[src/inc/sas_pkg.sv]
// constants for the converter sequencer: register map, field positions, codes
// assumes a 16-bit register port with word addresses
package sas_pkg;
	localparam int unsigned ADDR_W = 4;
	localparam int unsigned DATA_W = 16;
	localparam int unsigned RES_W  = 10;

	// word addresses
	localparam logic [3:0] ADDR_CTRL_ONE   = 4'h0;
	localparam logic [3:0] ADDR_CTRL_TWO   = 4'h1;
	localparam logic [3:0] ADDR_CTRL_THREE = 4'h2;
	localparam logic [3:0] ADDR_INPUT_SEL  = 4'h3;
	localparam logic [3:0] ADDR_SCAN_SEL   = 4'h4;
	localparam logic [3:0] ADDR_RESULT0    = 4'h5;
	localparam logic [3:0] ADDR_RESULT1    = 4'h6;

	// control one
	localparam int unsigned C1_ON     = 15;
	localparam int unsigned C1_SIDL   = 13;
	localparam int unsigned C1_FORM   = 8;
	localparam int unsigned C1_TRIG   = 5;
	localparam int unsigned C1_AUTO   = 2;
	localparam int unsigned C1_SAMPLE = 1;
	localparam int unsigned C1_DONE   = 0;
	// control two
	localparam int unsigned C2_REF    = 13;
	localparam int unsigned C2_CAL    = 12;
	localparam int unsigned C2_SCAN   = 10;
	localparam int unsigned C2_RATE   = 2;
	localparam int unsigned C2_ALT    = 0;
	// control three
	localparam int unsigned C3_RC     = 15;
	localparam int unsigned C3_EXTSMP = 14;
	localparam int unsigned C3_STIME  = 8;
	localparam int unsigned C3_DIV    = 0;
	// input select
	localparam int unsigned IS_NEG_B  = 15;
	localparam int unsigned IS_POS_B  = 8;
	localparam int unsigned IS_NEG_A  = 7;
	localparam int unsigned IS_POS_A  = 0;
	// scan mask: bit 5 is not implemented
	localparam logic [15:0] SCAN_MASK_IMPL = 16'hffdf;

	localparam logic [15:0] REG_RESET = 16'h0000;

	// format codes
	localparam logic [1:0] FMT_INT   = 2'h0;
	localparam logic [1:0] FMT_SINT  = 2'h1;
	localparam logic [1:0] FMT_FRAC  = 2'h2;
	localparam logic [1:0] FMT_SFRAC = 2'h3;

	// trigger codes
	localparam logic [2:0] TRIG_SOFT  = 3'h0;
	localparam logic [2:0] TRIG_PIN   = 3'h1;
	localparam logic [2:0] TRIG_TIMER = 3'h2;
	localparam logic [2:0] TRIG_AUTO  = 3'h7;

	typedef enum logic [2:0] {
		ST_HOLD    = 3'b001,
		ST_SAMPLE  = 3'b010,
		ST_CONVERT = 3'b100
	} sas_state_e;
endpackage

[src/hdl/sas_sequencer.sv]
// converter sequencer: control registers, sample/convert sequencing, result buffer
// assumes an analog core that converts after conv_start and answers with core_done
//
// Design decisions made here: the register addresses and the plain strobed port.
`timescale 1ns/10ps

module sas_sequencer (
	input  wire logic                       core_clk,
	input  wire logic                       reset_n,
	input  wire logic [sas_pkg::ADDR_W-1:0] reg_addr,
	input  wire logic [sas_pkg::DATA_W-1:0] reg_wdata,
	input  wire logic                       reg_wr,
	input  wire logic                       reg_rd,
	output logic      [sas_pkg::DATA_W-1:0] reg_rdata,
	input  wire logic                       device_idle,
	input  wire logic                       rc_osc_tick,
	input  wire logic                       external_interrupt_pin,
	input  wire logic                       timer_match,
	input  wire logic                       core_done,
	input  wire logic [sas_pkg::RES_W-1:0]  core_result,
	output logic                            sh_sample,
	output logic                            conv_start,
	output logic                            conv_clk_tick,
	output logic      [3:0]                 pos_channel,
	output logic                            neg_sel,
	output logic                            ref_pos_ext,
	output logic                            ref_neg_ext,
	output logic                            inputs_tied,
	output logic                            converter_irq_flag
);
	import sas_pkg::*;

	function automatic logic [15:0] fmt_result(input logic [9:0] d, input logic [1:0] f);
		logic [15:0] r;
		r = 16'h0000;
		case (f)
			FMT_INT:   r = {6'h00, d};
			FMT_SINT:  r = {{6{~d[9]}}, ~d[9], d[8:0]};
			FMT_FRAC:  r = {d, 6'h00};
			FMT_SFRAC: r = {~d[9], d[8:0], 6'h00};
			default:   r = {6'h00, d};
		endcase
		return r;
	endfunction

	// next set mask bit after ptr, wrapping; stays put on an empty mask
	function automatic logic [3:0] next_scan(input logic [3:0] ptr, input logic [15:0] mask);
		logic [3:0] r;
		logic       found;
		logic [3:0] cand;
		r = ptr;
		found = 1'b0;
		cand = ptr;
		for (int i = 1; i <= 16; i++) begin
			cand = ptr + 4'(i);
			if (!found && mask[cand]) begin
				r = cand;
				found = 1'b1;
			end
		end
		return r;
	endfunction

	// control fields
	logic        on_r, sidl_r, auto_r, smp_bit_r, done_r;
	logic [1:0]  form_r;
	logic [2:0]  trig_r;
	logic [2:0]  ref_cfg_r;
	logic        cal_r, scan_r, alt_r, rc_r;
	logic [3:0]  rate_r;
	logic [4:0]  stime_r;
	logic [5:0]  div_r;
	logic        neg_b_r, neg_a_r;
	logic [3:0]  pos_b_r, pos_a_r;
	logic [15:0] scan_mask_r;
	logic [15:0] result_r [2];

	sas_state_e  state_r;
	logic [5:0]  div_cnt_r;
	logic [4:0]  smp_cnt_r;
	logic [3:0]  seq_cnt_r;
	logic [3:0]  scan_ptr_r;
	logic        alt_b_r;
	logic        pin_q_r;
	logic        used_a_r;

	// decode
	wire wr_c1 = reg_wr && (reg_addr == ADDR_CTRL_ONE);
	wire wr_c2 = reg_wr && (reg_addr == ADDR_CTRL_TWO);
	wire wr_c3 = reg_wr && (reg_addr == ADDR_CTRL_THREE);
	wire wr_is = reg_wr && (reg_addr == ADDR_INPUT_SEL);
	wire wr_ss = reg_wr && (reg_addr == ADDR_SCAN_SEL);

	wire running  = on_r && !(sidl_r && device_idle);
	wire div_tick = (div_cnt_r == div_r);
	wire cclk_tick = rc_r ? rc_osc_tick : div_tick;
	wire pin_edge = external_interrupt_pin && !pin_q_r;
	wire in_sample_bit  = (state_r == ST_SAMPLE);
	wire ext_smp  = in_sample_bit && !smp_bit_r;
	wire auto_end = cclk_tick && (smp_cnt_r >= stime_r);

	logic end_sample;
	always_comb begin
		case (trig_r)
			TRIG_SOFT:  end_sample = !smp_bit_r;
			TRIG_PIN:   end_sample = pin_edge;
			TRIG_TIMER: end_sample = timer_match;
			TRIG_AUTO:  end_sample = auto_end;
			default:    end_sample = 1'b0;
		endcase
	end

	wire start_sample = running && (state_r == ST_HOLD) && smp_bit_r;
	wire do_convert   = running && in_sample_bit && end_sample;
	wire conv_end     = on_r && (state_r == ST_CONVERT) && core_done;
	wire rate_hit     = (seq_cnt_r == rate_r);
	wire buf_sel      = seq_cnt_r[0];

	// channel picked for the coming sample; alternation and scan pointer step
	// on the same edge that latches it, so the pick looks at their next values
	wire       alt_b_nxt = (conv_end && alt_r) ? !alt_b_r : alt_b_r;
	wire [3:0] scan_nxt  = (conv_end && scan_r && used_a_r) ?
		next_scan(scan_ptr_r, scan_mask_r) : scan_ptr_r;
	wire       use_b    = alt_r && alt_b_nxt;
	wire [3:0] pos_a    = scan_r ? scan_nxt : pos_a_r;
	wire [3:0] pos_pick = cal_r ? 4'h0 : (use_b ? pos_b_r : pos_a);
	wire       neg_pick = cal_r ? 1'b0 : (use_b ? neg_b_r : neg_a_r);

	wire [15:0] rd_c1 = {on_r, 1'b0, sidl_r, 3'h0, form_r, trig_r, 2'h0,
		auto_r, smp_bit_r, done_r};
	wire [15:0] rd_c2 = {ref_cfg_r, cal_r, 1'b0, scan_r, 4'h0, rate_r, 1'b0, alt_r};
	wire [15:0] rd_c3 = {rc_r, ext_smp, 1'b0, stime_r, 2'h0, div_r};
	wire [15:0] rd_is = {neg_b_r, 3'h0, pos_b_r, neg_a_r, 3'h0, pos_a_r};

	logic [15:0] rd_mux;
	always_comb begin
		case (reg_addr)
			ADDR_CTRL_ONE:   rd_mux = rd_c1;
			ADDR_CTRL_TWO:   rd_mux = rd_c2;
			ADDR_CTRL_THREE: rd_mux = rd_c3;
			ADDR_INPUT_SEL:  rd_mux = rd_is;
			ADDR_SCAN_SEL:   rd_mux = scan_mask_r;
			ADDR_RESULT0:    rd_mux = result_r[0];
			ADDR_RESULT1:    rd_mux = result_r[1];
			default:         rd_mux = 16'h0000;
		endcase
	end

	always_ff @(posedge core_clk or negedge reset_n) begin
		if (!reset_n) begin
			reg_rdata <= REG_RESET;
		end else begin
			reg_rdata <= reg_rd ? rd_mux : 16'h0000;
		end
	end

	// software-written configuration
	always_ff @(posedge core_clk or negedge reset_n) begin
		if (!reset_n) begin
			{on_r, sidl_r, auto_r} <= 3'h0;
			form_r <= 2'h0;
			trig_r <= 3'h0;
			{ref_cfg_r, cal_r, scan_r, rate_r, alt_r} <= 10'h000;
			{rc_r, stime_r, div_r} <= 12'h000;
			{neg_b_r, pos_b_r, neg_a_r, pos_a_r} <= 10'h000;
			scan_mask_r <= REG_RESET;
		end else begin
			if (wr_c1) begin
				on_r   <= reg_wdata[C1_ON];
				sidl_r <= reg_wdata[C1_SIDL];
				form_r <= reg_wdata[C1_FORM +: 2];
				trig_r <= reg_wdata[C1_TRIG +: 3];
				auto_r <= reg_wdata[C1_AUTO];
			end
			if (wr_c2) begin
				ref_cfg_r <= reg_wdata[C2_REF +: 3];
				cal_r     <= reg_wdata[C2_CAL];
				scan_r    <= reg_wdata[C2_SCAN];
				rate_r    <= reg_wdata[C2_RATE +: 4];
				alt_r     <= reg_wdata[C2_ALT];
			end
			if (wr_c3) begin
				rc_r    <= reg_wdata[C3_RC];
				stime_r <= reg_wdata[C3_STIME +: 5];
				div_r  <= reg_wdata[C3_DIV +: 6];
			end
			if (wr_is) begin
				neg_b_r <= reg_wdata[IS_NEG_B];
				pos_b_r <= reg_wdata[IS_POS_B +: 4];
				neg_a_r <= reg_wdata[IS_NEG_A];
				pos_a_r <= reg_wdata[IS_POS_A +: 4];
			end
			if (wr_ss)
				scan_mask_r <= reg_wdata & SCAN_MASK_IMPL;
		end
	end

	// sample bit: hardware set wins over a software write in the same cycle;
	// the write that turns the module on may start sampling in the same access
	always_ff @(posedge core_clk or negedge reset_n) begin
		if (!reset_n) begin
			smp_bit_r <= 1'b0;
		end else if (!on_r && !wr_c1) begin
			smp_bit_r <= 1'b0;
		end else if (conv_end && auto_r) begin
			smp_bit_r <= 1'b1;
		end else if (do_convert && trig_r != TRIG_SOFT) begin
			smp_bit_r <= 1'b0;
		end else if (wr_c1) begin
			smp_bit_r <= reg_wdata[C1_ON] && reg_wdata[C1_SAMPLE];
		end
	end

	always_ff @(posedge core_clk or negedge reset_n) begin
		if (!reset_n) begin
			done_r <= 1'b0;
		end else if (!on_r) begin
			done_r <= 1'b0;
		end else if (conv_end) begin
			done_r <= 1'b1;
		end else if (start_sample || (conv_end == 1'b0 && do_convert)) begin
			done_r <= 1'b0;
		end
	end

	// conversion clock divider runs only while the module is on
	always_ff @(posedge core_clk or negedge reset_n) begin
		if (!reset_n) begin
			div_cnt_r     <= 6'h00;
			conv_clk_tick <= 1'b0;
			pin_q_r       <= 1'b0;
		end else begin
			div_cnt_r     <= (!on_r || div_tick) ? 6'h00 : div_cnt_r + 6'h01;
			conv_clk_tick <= running && cclk_tick;
			pin_q_r       <= external_interrupt_pin;
		end
	end

	// sequencing state
	always_ff @(posedge core_clk or negedge reset_n) begin
		if (!reset_n) begin
			state_r    <= ST_HOLD;
			smp_cnt_r  <= 5'h00;
			conv_start <= 1'b0;
		end else if (!on_r) begin
			state_r    <= ST_HOLD;
			smp_cnt_r  <= 5'h00;
			conv_start <= 1'b0;
		end else begin
			conv_start <= do_convert;
			case (state_r)
				ST_HOLD: begin
					smp_cnt_r <= 5'h00;
					if (start_sample)
						state_r <= ST_SAMPLE;
				end
				ST_SAMPLE: begin
					if (do_convert) begin
						state_r   <= ST_CONVERT;
						smp_cnt_r <= 5'h00;
					end else if (running && cclk_tick && smp_cnt_r != 5'h1f) begin
						smp_cnt_r <= smp_cnt_r + 5'h01;
					end
				end
				ST_CONVERT: begin
					if (conv_end)
						state_r <= auto_r ? ST_SAMPLE : ST_HOLD;
				end
				default: state_r <= ST_HOLD;
			endcase
		end
	end

	// result buffer, sequence count, irq; buffer lost on power-down
	always_ff @(posedge core_clk or negedge reset_n) begin
		if (!reset_n) begin
			result_r[0]        <= REG_RESET;
			result_r[1]        <= REG_RESET;
			seq_cnt_r          <= 4'h0;
			converter_irq_flag <= 1'b0;
		end else if (!on_r) begin
			result_r[0]        <= REG_RESET;
			result_r[1]        <= REG_RESET;
			seq_cnt_r          <= 4'h0;
			converter_irq_flag <= 1'b0;
		end else begin
			converter_irq_flag <= conv_end && rate_hit;
			if (conv_end) begin
				result_r[buf_sel] <= fmt_result(core_result, form_r);
				seq_cnt_r         <= rate_hit ? 4'h0 : seq_cnt_r + 4'h1;
			end
		end
	end

	// mux alternation advances once per finished conversion; scan stepping only after a conversion that used input A
	always_ff @(posedge core_clk or negedge reset_n) begin
		if (!reset_n) begin
			alt_b_r    <= 1'b0;
			scan_ptr_r <= 4'h0;
			used_a_r   <= 1'b0;
		end else if (!on_r) begin
			alt_b_r    <= 1'b0;
			scan_ptr_r <= next_scan(4'hf, scan_mask_r);
			used_a_r   <= 1'b0;
		end else begin
			if (start_sample || (conv_end && auto_r))
				used_a_r <= !use_b;
			alt_b_r    <= alt_b_nxt;
			scan_ptr_r <= scan_nxt;
		end
	end

	// analog-side controls
	always_ff @(posedge core_clk or negedge reset_n) begin
		if (!reset_n) begin
			sh_sample   <= 1'b0;
			pos_channel <= 4'h0;
			neg_sel     <= 1'b0;
			ref_pos_ext <= 1'b0;
			ref_neg_ext <= 1'b0;
			inputs_tied <= 1'b0;
		end else begin
			sh_sample   <= running && in_sample_bit && !do_convert;
			if (start_sample || (conv_end && auto_r)) begin
				pos_channel <= pos_pick;
				neg_sel     <= neg_pick;
			end
			ref_pos_ext <= on_r && !ref_cfg_r[2] && ref_cfg_r[0];
			ref_neg_ext <= on_r && !ref_cfg_r[2] && ref_cfg_r[1];
			inputs_tied <= on_r && cal_r;
		end
	end
endmodule

[config.mk]
export PLATFORM = sky130hd
export DESIGN_NAME = sas_sequencer
export DESIGN_NICKNAME = d
export VERILOG_FILES = /design/src/inc/sas_pkg.sv /design/src/hdl/sas_sequencer.sv
export SDC_FILE = /design/constraint.sdc
export NUM_CORES = 1
export LEC_CHECK = 0
export BUFFER_PORTS_ARGS = -buffer_cell sky130_fd_sc_hd__buf_4
export CORE_MARGIN = 4
export CORE_UTILIZATION = 35
export DETAILED_ROUTE_END_ITERATION = 7
export PLACE_DENSITY_LB_ADDON = 0.15
export SLEW_MARGIN = 5
export SYNTH_ARGS = -nofsm -noshare
export SYNTH_HDL_FRONTEND = slang
export SYNTH_SLANG_ARGS = --single-unit
[constraint.sdc]
create_clock -name core_clk -period 4.16 [get_ports core_clk]
set_clock_uncertainty 0.1 [all_clocks]
set_input_delay 0.416 -clock core_clk [delete_from_list [all_inputs] [get_ports core_clk]]
set_output_delay 0.416 -clock core_clk [all_outputs]
set_load 0.005 [all_outputs]
Word-level counts from Yosys, hierarchy flattened
Index checks and enable logic that the tools add are counted.
{"block": "totals", "register_bits": 142, "inputBits": 39, "out_inout_bits": 28, "word_cells": 369}
{"block": "classes", "addsub": 18, "magnitude_cmp": 19, "eq_ne": 26, "mux": 152, "bitwise": 3, "reduce_logical": 111}
{"cell": "$mux W4", "n": 39}
{"cell": "$pmux W16 S7", "n": 1}
{"cell": "$lt A4 B5 Y1 const B", "n": 16}
{"cell": "$mux W1", "n": 75}
{"cell": "$bmux W1 S4", "n": 16}
{"cell": "$mux W16", "n": 4}
{"cell": "$mux W32", "n": 2}
{"cell": "$pmux W16 S4", "n": 1}
{"cell": "$logic_and A1 B1 Y1", "n": 63}
{"cell": "$logic_not A1 Y1", "n": 38}
{"cell": "$add A4 B4 Y4 const B", "n": 8}
{"cell": "$bwmux W32", "n": 1}
{"cell": "$add A4 B3 Y4 const B", "n": 4}
{"cell": "$demux W16 S1", "n": 1}
{"cell": "$mux W5", "n": 3}
{"cell": "$eq A4 B3 Y1 const B", "n": 3}
{"cell": "$mux W3", "n": 4}
{"cell": "$pmux W5 S2", "n": 1}
{"cell": "$pmux W3 S3", "n": 1}
{"cell": "$add A4 B1 Y4 const B", "n": 2}
{"cell": "$add A4 B2 Y4 const B", "n": 2}
{"cell": "$eq A4 B2 Y1 const B", "n": 2}
{"cell": "$add A6 B1 Y6 const B", "n": 1}
{"cell": "$eq A3 B1 Y1 const B", "n": 2}
{"cell": "other kinds (30)", "n": 39}

Depth between registers and ports, before layout
{"block": "logic_depth", "depth_word": 58, "depth_mapped": 17, "mapped_depth_nobuf": 12}

Least setup slack after synthesis
No wires, ideal clock.
{"block": "synth_path", "path_kind": "reg-to-reg", "start": "register scan_ptr_r[1]", "end": "register scan_ptr_r[2]", "setup_ps": 137, "arrival_time_ps": 3885, "t_required_ps": 3923, "setup_slack_ps": 39, "stages_incl_launch_ff": 16, "n_path_buf": 5, "period_less_slack_ps": 4121, "cell_sequence": "dfrtp_1 > buf_6 > buf_12 > buf_2 > clkinv_1 > ha_1 > buf_6 > mux4_2 > mux4_2 > buf_6 > a221o_1 > a32o_1 > a31oi_1 > a31oi_1 > o21ai_2 > o311ai_1"}
{"block": "synth_via", "elab_chain_cells": 51, "word_cells_on_any_way": 110, "classes_between": "add/sub: 15; mux: 65; reduce/logical: 30"}
{"element": "start: declaration", "line_no": "sas_sequencer.sv:82", "source": "logic [3:0] scan_ptr_r;"}
{"element": "start signal: assignment", "line_no": "sas_sequencer.sv:303", "source": "scan_ptr_r <= next_scan(4'hf, scan_mask_r);"}
{"element": "start signal: assignment", "line_no": "sas_sequencer.sv:309", "source": "scan_ptr_r <= scan_nxt;"}
{"element": "$add A4 B1 Y4", "line_no": "sas_sequencer.sv:55", "source": "cand = ptr + 4'(i);"}
{"element": "$bmux W1 S4", "line_no": "sas_sequencer.sv:56", "source": "if (!found && mask[cand]) begin"}
{"element": "$mux W1 (implied by the code)", "line_no": "sas_sequencer.sv:56"}
{"element": "$mux W1", "line_no": "sas_sequencer.sv:56"}
{"element": "$logic_not A1 Y1", "line_no": "sas_sequencer.sv:56"}
{"element": "$logic_and A1 B1 Y1", "line_no": "sas_sequencer.sv:56"}
{"element": "$mux W1", "line_no": "sas_sequencer.sv:56"}
{"element": "$logic_not A1 Y1", "line_no": "sas_sequencer.sv:56"}
{"element": "[... 35 more ...]"}
{"element": "$logic_not A1 Y1", "line_no": "sas_sequencer.sv:56"}
{"element": "$logic_and A1 B1 Y1", "line_no": "sas_sequencer.sv:56"}
{"element": "$mux W1", "line_no": "sas_sequencer.sv:56"}
{"element": "$logic_not A1 Y1", "line_no": "sas_sequencer.sv:56"}
{"element": "$logic_and A1 B1 Y1", "line_no": "sas_sequencer.sv:56"}
{"element": "$mux W4 *", "line_no": "sas_sequencer.sv:56"}
{"element": "$mux W4 *", "line_no": "sas_sequencer.sv:122", "source": "wire [3:0] scan_nxt = (conv_end && scan_r && used_a_r) ?"}
{"element": "$mux W4 *", "line_no": "sas_sequencer.sv:301", "source": "end else if (!on_r) begin"}
Mark *: on every way between the ends. The rest lies on a longest branch, timed or not. The select of a mux whose other input is x is not followed.
A chain may end at the register's enable or synchronous reset.

Final worst setup path
{"block": "layout_path", "start": "register scan_ptr_r[1]", "end": "register scan_ptr_r[3]"}
The elaborated chain is that of the path after synthesis.

==> summary.md <==
| Metric | Value |
|---|---|
| Root Driver | clkbuf_16 |
| Worst-path maximum fanout | 16 |
| Synth area leaders | dfrtp_1 39%, mux2_2 8.3%, mux4_2 5.2%, mux2i_1 4.0%, nand2_1 3.5% |
| Crit end category | register |
| Post-CTS sizing | 0 |
| Site row count | 58 |
| Maxcap violations | 0 |
| Initial cell density of the core | 35.8% |
| Clk_lat worst skew | 430 ps |
| Nets | 1,025 |
| Part of the Yosys area used for sequential elements | 39.1% |
| Setup tns final | 0 ps |
| First-pass GRT wire length | 48,100 um |
| Hold buffers post-CTS | 1 |
| Cell family with most CP delay | simple AND/OR/NAND/NOR gates |
| PortBufs | 66 |
| Setup bufs post-CTS | 0 |
| Synthesized area per cell | 10.2 um^2 |
| TritonCTS clock tree | built |
| Type of origin of the critical path | register |
| Layout area overhead | 17.6% |
| Final setup fails | 0 |
| Post-synth top area share | 38.8% |
| Setup ws final | 242 ps |
| Fin cells | 1,312 |
| Initial antenna violation count | 1 |
| DR DRC count | 0 |
| Top_reg_cell synth | dfrtp_1 |
| Post-synth top cells | 141 x dfrtp_1, 85 x nand2_1, 67 x mux2_2 |
| Cts bufs inserted | 17 |
| Critical path's slowest cell | or3b_2 |
| Die span in x | 169 um |
| Utilization after layout | 42.1% |
| Largest area contributor in the netlist | dfrtp_1 |
| Top-count cell post-synth | dfrtp_1 |
| Hold_ws | -9.89 ps |
| Core area | 0.0254 mm^2 |
| Detail Route Antenna Nets | 0 |
| Leakage power | 4.59 nW |
| Pre-CTS setup slack | 283 ps |
| Max Clock Freq | 0.255 GHz |
| Syn nets | 950 |
| Post-Synthesis Cell Area | 0.00909 mm^2 |
| Grt total ovfl | 0 |
| Cell Chain, Critical Path | clkinv_1 > ha_1 > buf_4 > or3b_2 > nor2_1 > a211oi_1 > buf_4 > o221ai_1 > a221oi_1 > or3_1 > o2bb2ai_1 > a31oi_1 > nand3_1 > a21boi_1 |
| Dpl cells | 1,279 |
| Req. time, crit path | 4350 ps |
| DR WL/cell | 23.5 um |
| Worst EP arrival | 4110 ps |
| Vias per inst | 5.87 |
| Largest incremental delay on the critical path | 500 ps |
| Io pins | 67 |
| Post-synth ARST share | 100% |
| Final Slew Violations | 0 |
| Count of flip-flops with a built-in enable after synthesis | 0 |
| Die H | 169 um |
| Clock Pin Slew Worst Setup and Hold Paths | 60 ps |
| Ys Warns | 0 |
| Layout fillers | 2,516 |
| Critical path buffer and inverter count | 3 |
| FF/Latch Area | 0.00355 mm^2 |
| Max H-tree Level | 4 |
| Final worst path period need | 3920 ps |
| Post-Synthesis Cells | 894 |
| Max-Slew Margin vs Limit | 37.9% |
| Fin crit share | 94.2% |
| Footprint of the multi-input gates | 0.00519 mm^2 |
| Vias after detailed routing | 7,697 |
| Total wire length | 30,900 um |
| Status | finished, violations left |
| Routability cong. | 0.913 |
| Clk sinks | 142 |
| Detailed Routing Iterations Pass 1 | 5 |
| HP Class | in -> async |
| Ant. Diodes | 0 |
| Largest net degree at the start of global routing | 99 |
| Yosys cell types | 84 |
| PwrDens | 744 mW/mm^2 |
| Final Hold Vio Count | 4 |
| Measured slew at the worst slew-check pin | 932 ps |
| First DRT Iteration DRCs | 672 |
| Longest Clk Path Bufs | 2 |
| Fraction of layout cells with a size suffix above 1 | 24.7% |
| DP Wirelength | 22,900 um |
| Max VDD drop | 356 uV |
| Failing checks | hold timing |
| Total track usage | 21.8% |
| Vias in the first global route | 7,732 |
| Die area | 0.0286 mm^2 |
| Top cell by count, worst path | buf_4 |
| RSZ-0062 raised after global routing | no |
| FF+latch count, synth | 142 |
| Crit path kind | reg -> reg |
per-stage QoR:
stage                     total power (W)  hold WS [ps]  instance area (um^2)
after floorplan                   0.00491          20.4                  9090
after global placement            0.00636           362                 10100
after global routing              0.00841          47.3                 10700
final                             0.00796         -9.89                 10700
after detailed placement          0.00628           371                 10100
after CTS                         0.00791          30.7                 10700
layout by cell type, fill, tap and decap left out, types with 6 or more instances in the layout:
cell / count
a21o_1: 6
buf_4: 99
nor2_1: 60
clkbuf_16: 17
ha_1: 17
nor3_1: 12
xor2_1: 15
a211oi_1: 7
nand2_1: 85
and3_1: 8
and2_1: 8
inv_1: 20
dfrtp_1: 141
o21a_1: 6
mux4_2: 21
nand3_1: 15
a21oi_1: 35
xnor2_1: 17
nand3b_1: 6
o211ai_1: 7
mux2i_1: 36
a31oi_1: 22
nand2b_1: 14
o21ai_0: 46
a22oi_1: 40
mux2_2: 67
a22o_1: 17
o22ai_1: 7
cell families (layout without fill, tap and decap cells):
| logic type | after synthesis | count (layout) | synth area share (%) |
|---|---|---|---|
| adder cells (fa/ha/maj) | 17 | 17 | 2.34 |
| AO/OA/AOI/OAI | 256 | 256 | 19.9 |
| XOR/XNOR | 34 | 34 | 3.44 |
| AND/OR/NAND/NOR | 247 | 247 | 13.3 |
| buffers and inverters | 72 | 160 | 3.93 |
| multiplexers | 126 | 126 | 18.0 |
| flip-flops | 142 | 142 | 39.1 |
routing by layer:
| metal | global-route usage [%] | up-vias | wire, um |
|---|---|---|---|
| li1 | - | 3543 | - |
| met1 | 31.3 | 3824 | 14300 |
| met2 | 33.7 | 277 | 14100 |
| met3 | 3.70 | 51 | 1650 |
| met4 | 7.14 | 2 | 852 |
| met5 | 0 | - | 13 |
report_power, final:
group	internal [W]	total (W)	leakage, nW	switching [W]
clock	0.000982	0.00160	0.298	0.000615
sequential	0.00154	0.00185	1.87	0.000313
combinational	0.00186	0.00451	2.41	0.00265
flip-flops by register name, summed over array words and instances, names as in the netlist, 3 cells and up:
name and count:
pos_b_r 4, div_r 6, reg_rdata 16, scan_ptr_r 4
pos_channel 4, smp_cnt_r 5, rate_r 4, trig_r 3
div_cnt_r 6, seq_cnt_r 4, scan_mask_r 15, ref_cfg_r 3
pos_a_r 4, stime_r 5, result_r 32, state_r 3
path summary, 6_finish.rpt:
check	cells after the start	slack (ps)	end	start
max in group asynchronous	2	3210	neg_b_r$_DFFE_PN0P_	reset_n
setup / recovery	14	240	scan_ptr_r[3]$_DFF_PN0_	scan_ptr_r[1]$_DFF_PN0_
hold / removal	1	-10	seq_cnt_r[1]$_DFFE_PN0P_	reset_n
hold reg to reg	2	380	result_r[10]$_DFFE_PN0P_	result_r[10]$_DFFE_PN0P_
min in group core_clk	2	130	result_r[3]$_DFFE_PN0P_	core_result[3]
setup reg to reg	14	240	scan_ptr_r[3]$_DFF_PN0_	scan_ptr_r[1]$_DFF_PN0_
layout make-up:
| class | count | area share, % |
|---|---|---|
| Multi-Input combinational cell | 680 | 48.6 |
| Sequential cell | 142 | 33.3 |
| Timing Repair Buffer | 104 | 7.71 |
| Clock buffer | 21 | 4.31 |
| Tap cell | 330 | 3.86 |
| Clock inverter | 11 | 1.45 |
| Inverter | 24 | 0.843 |
Power figures use the tool's default switching activity.
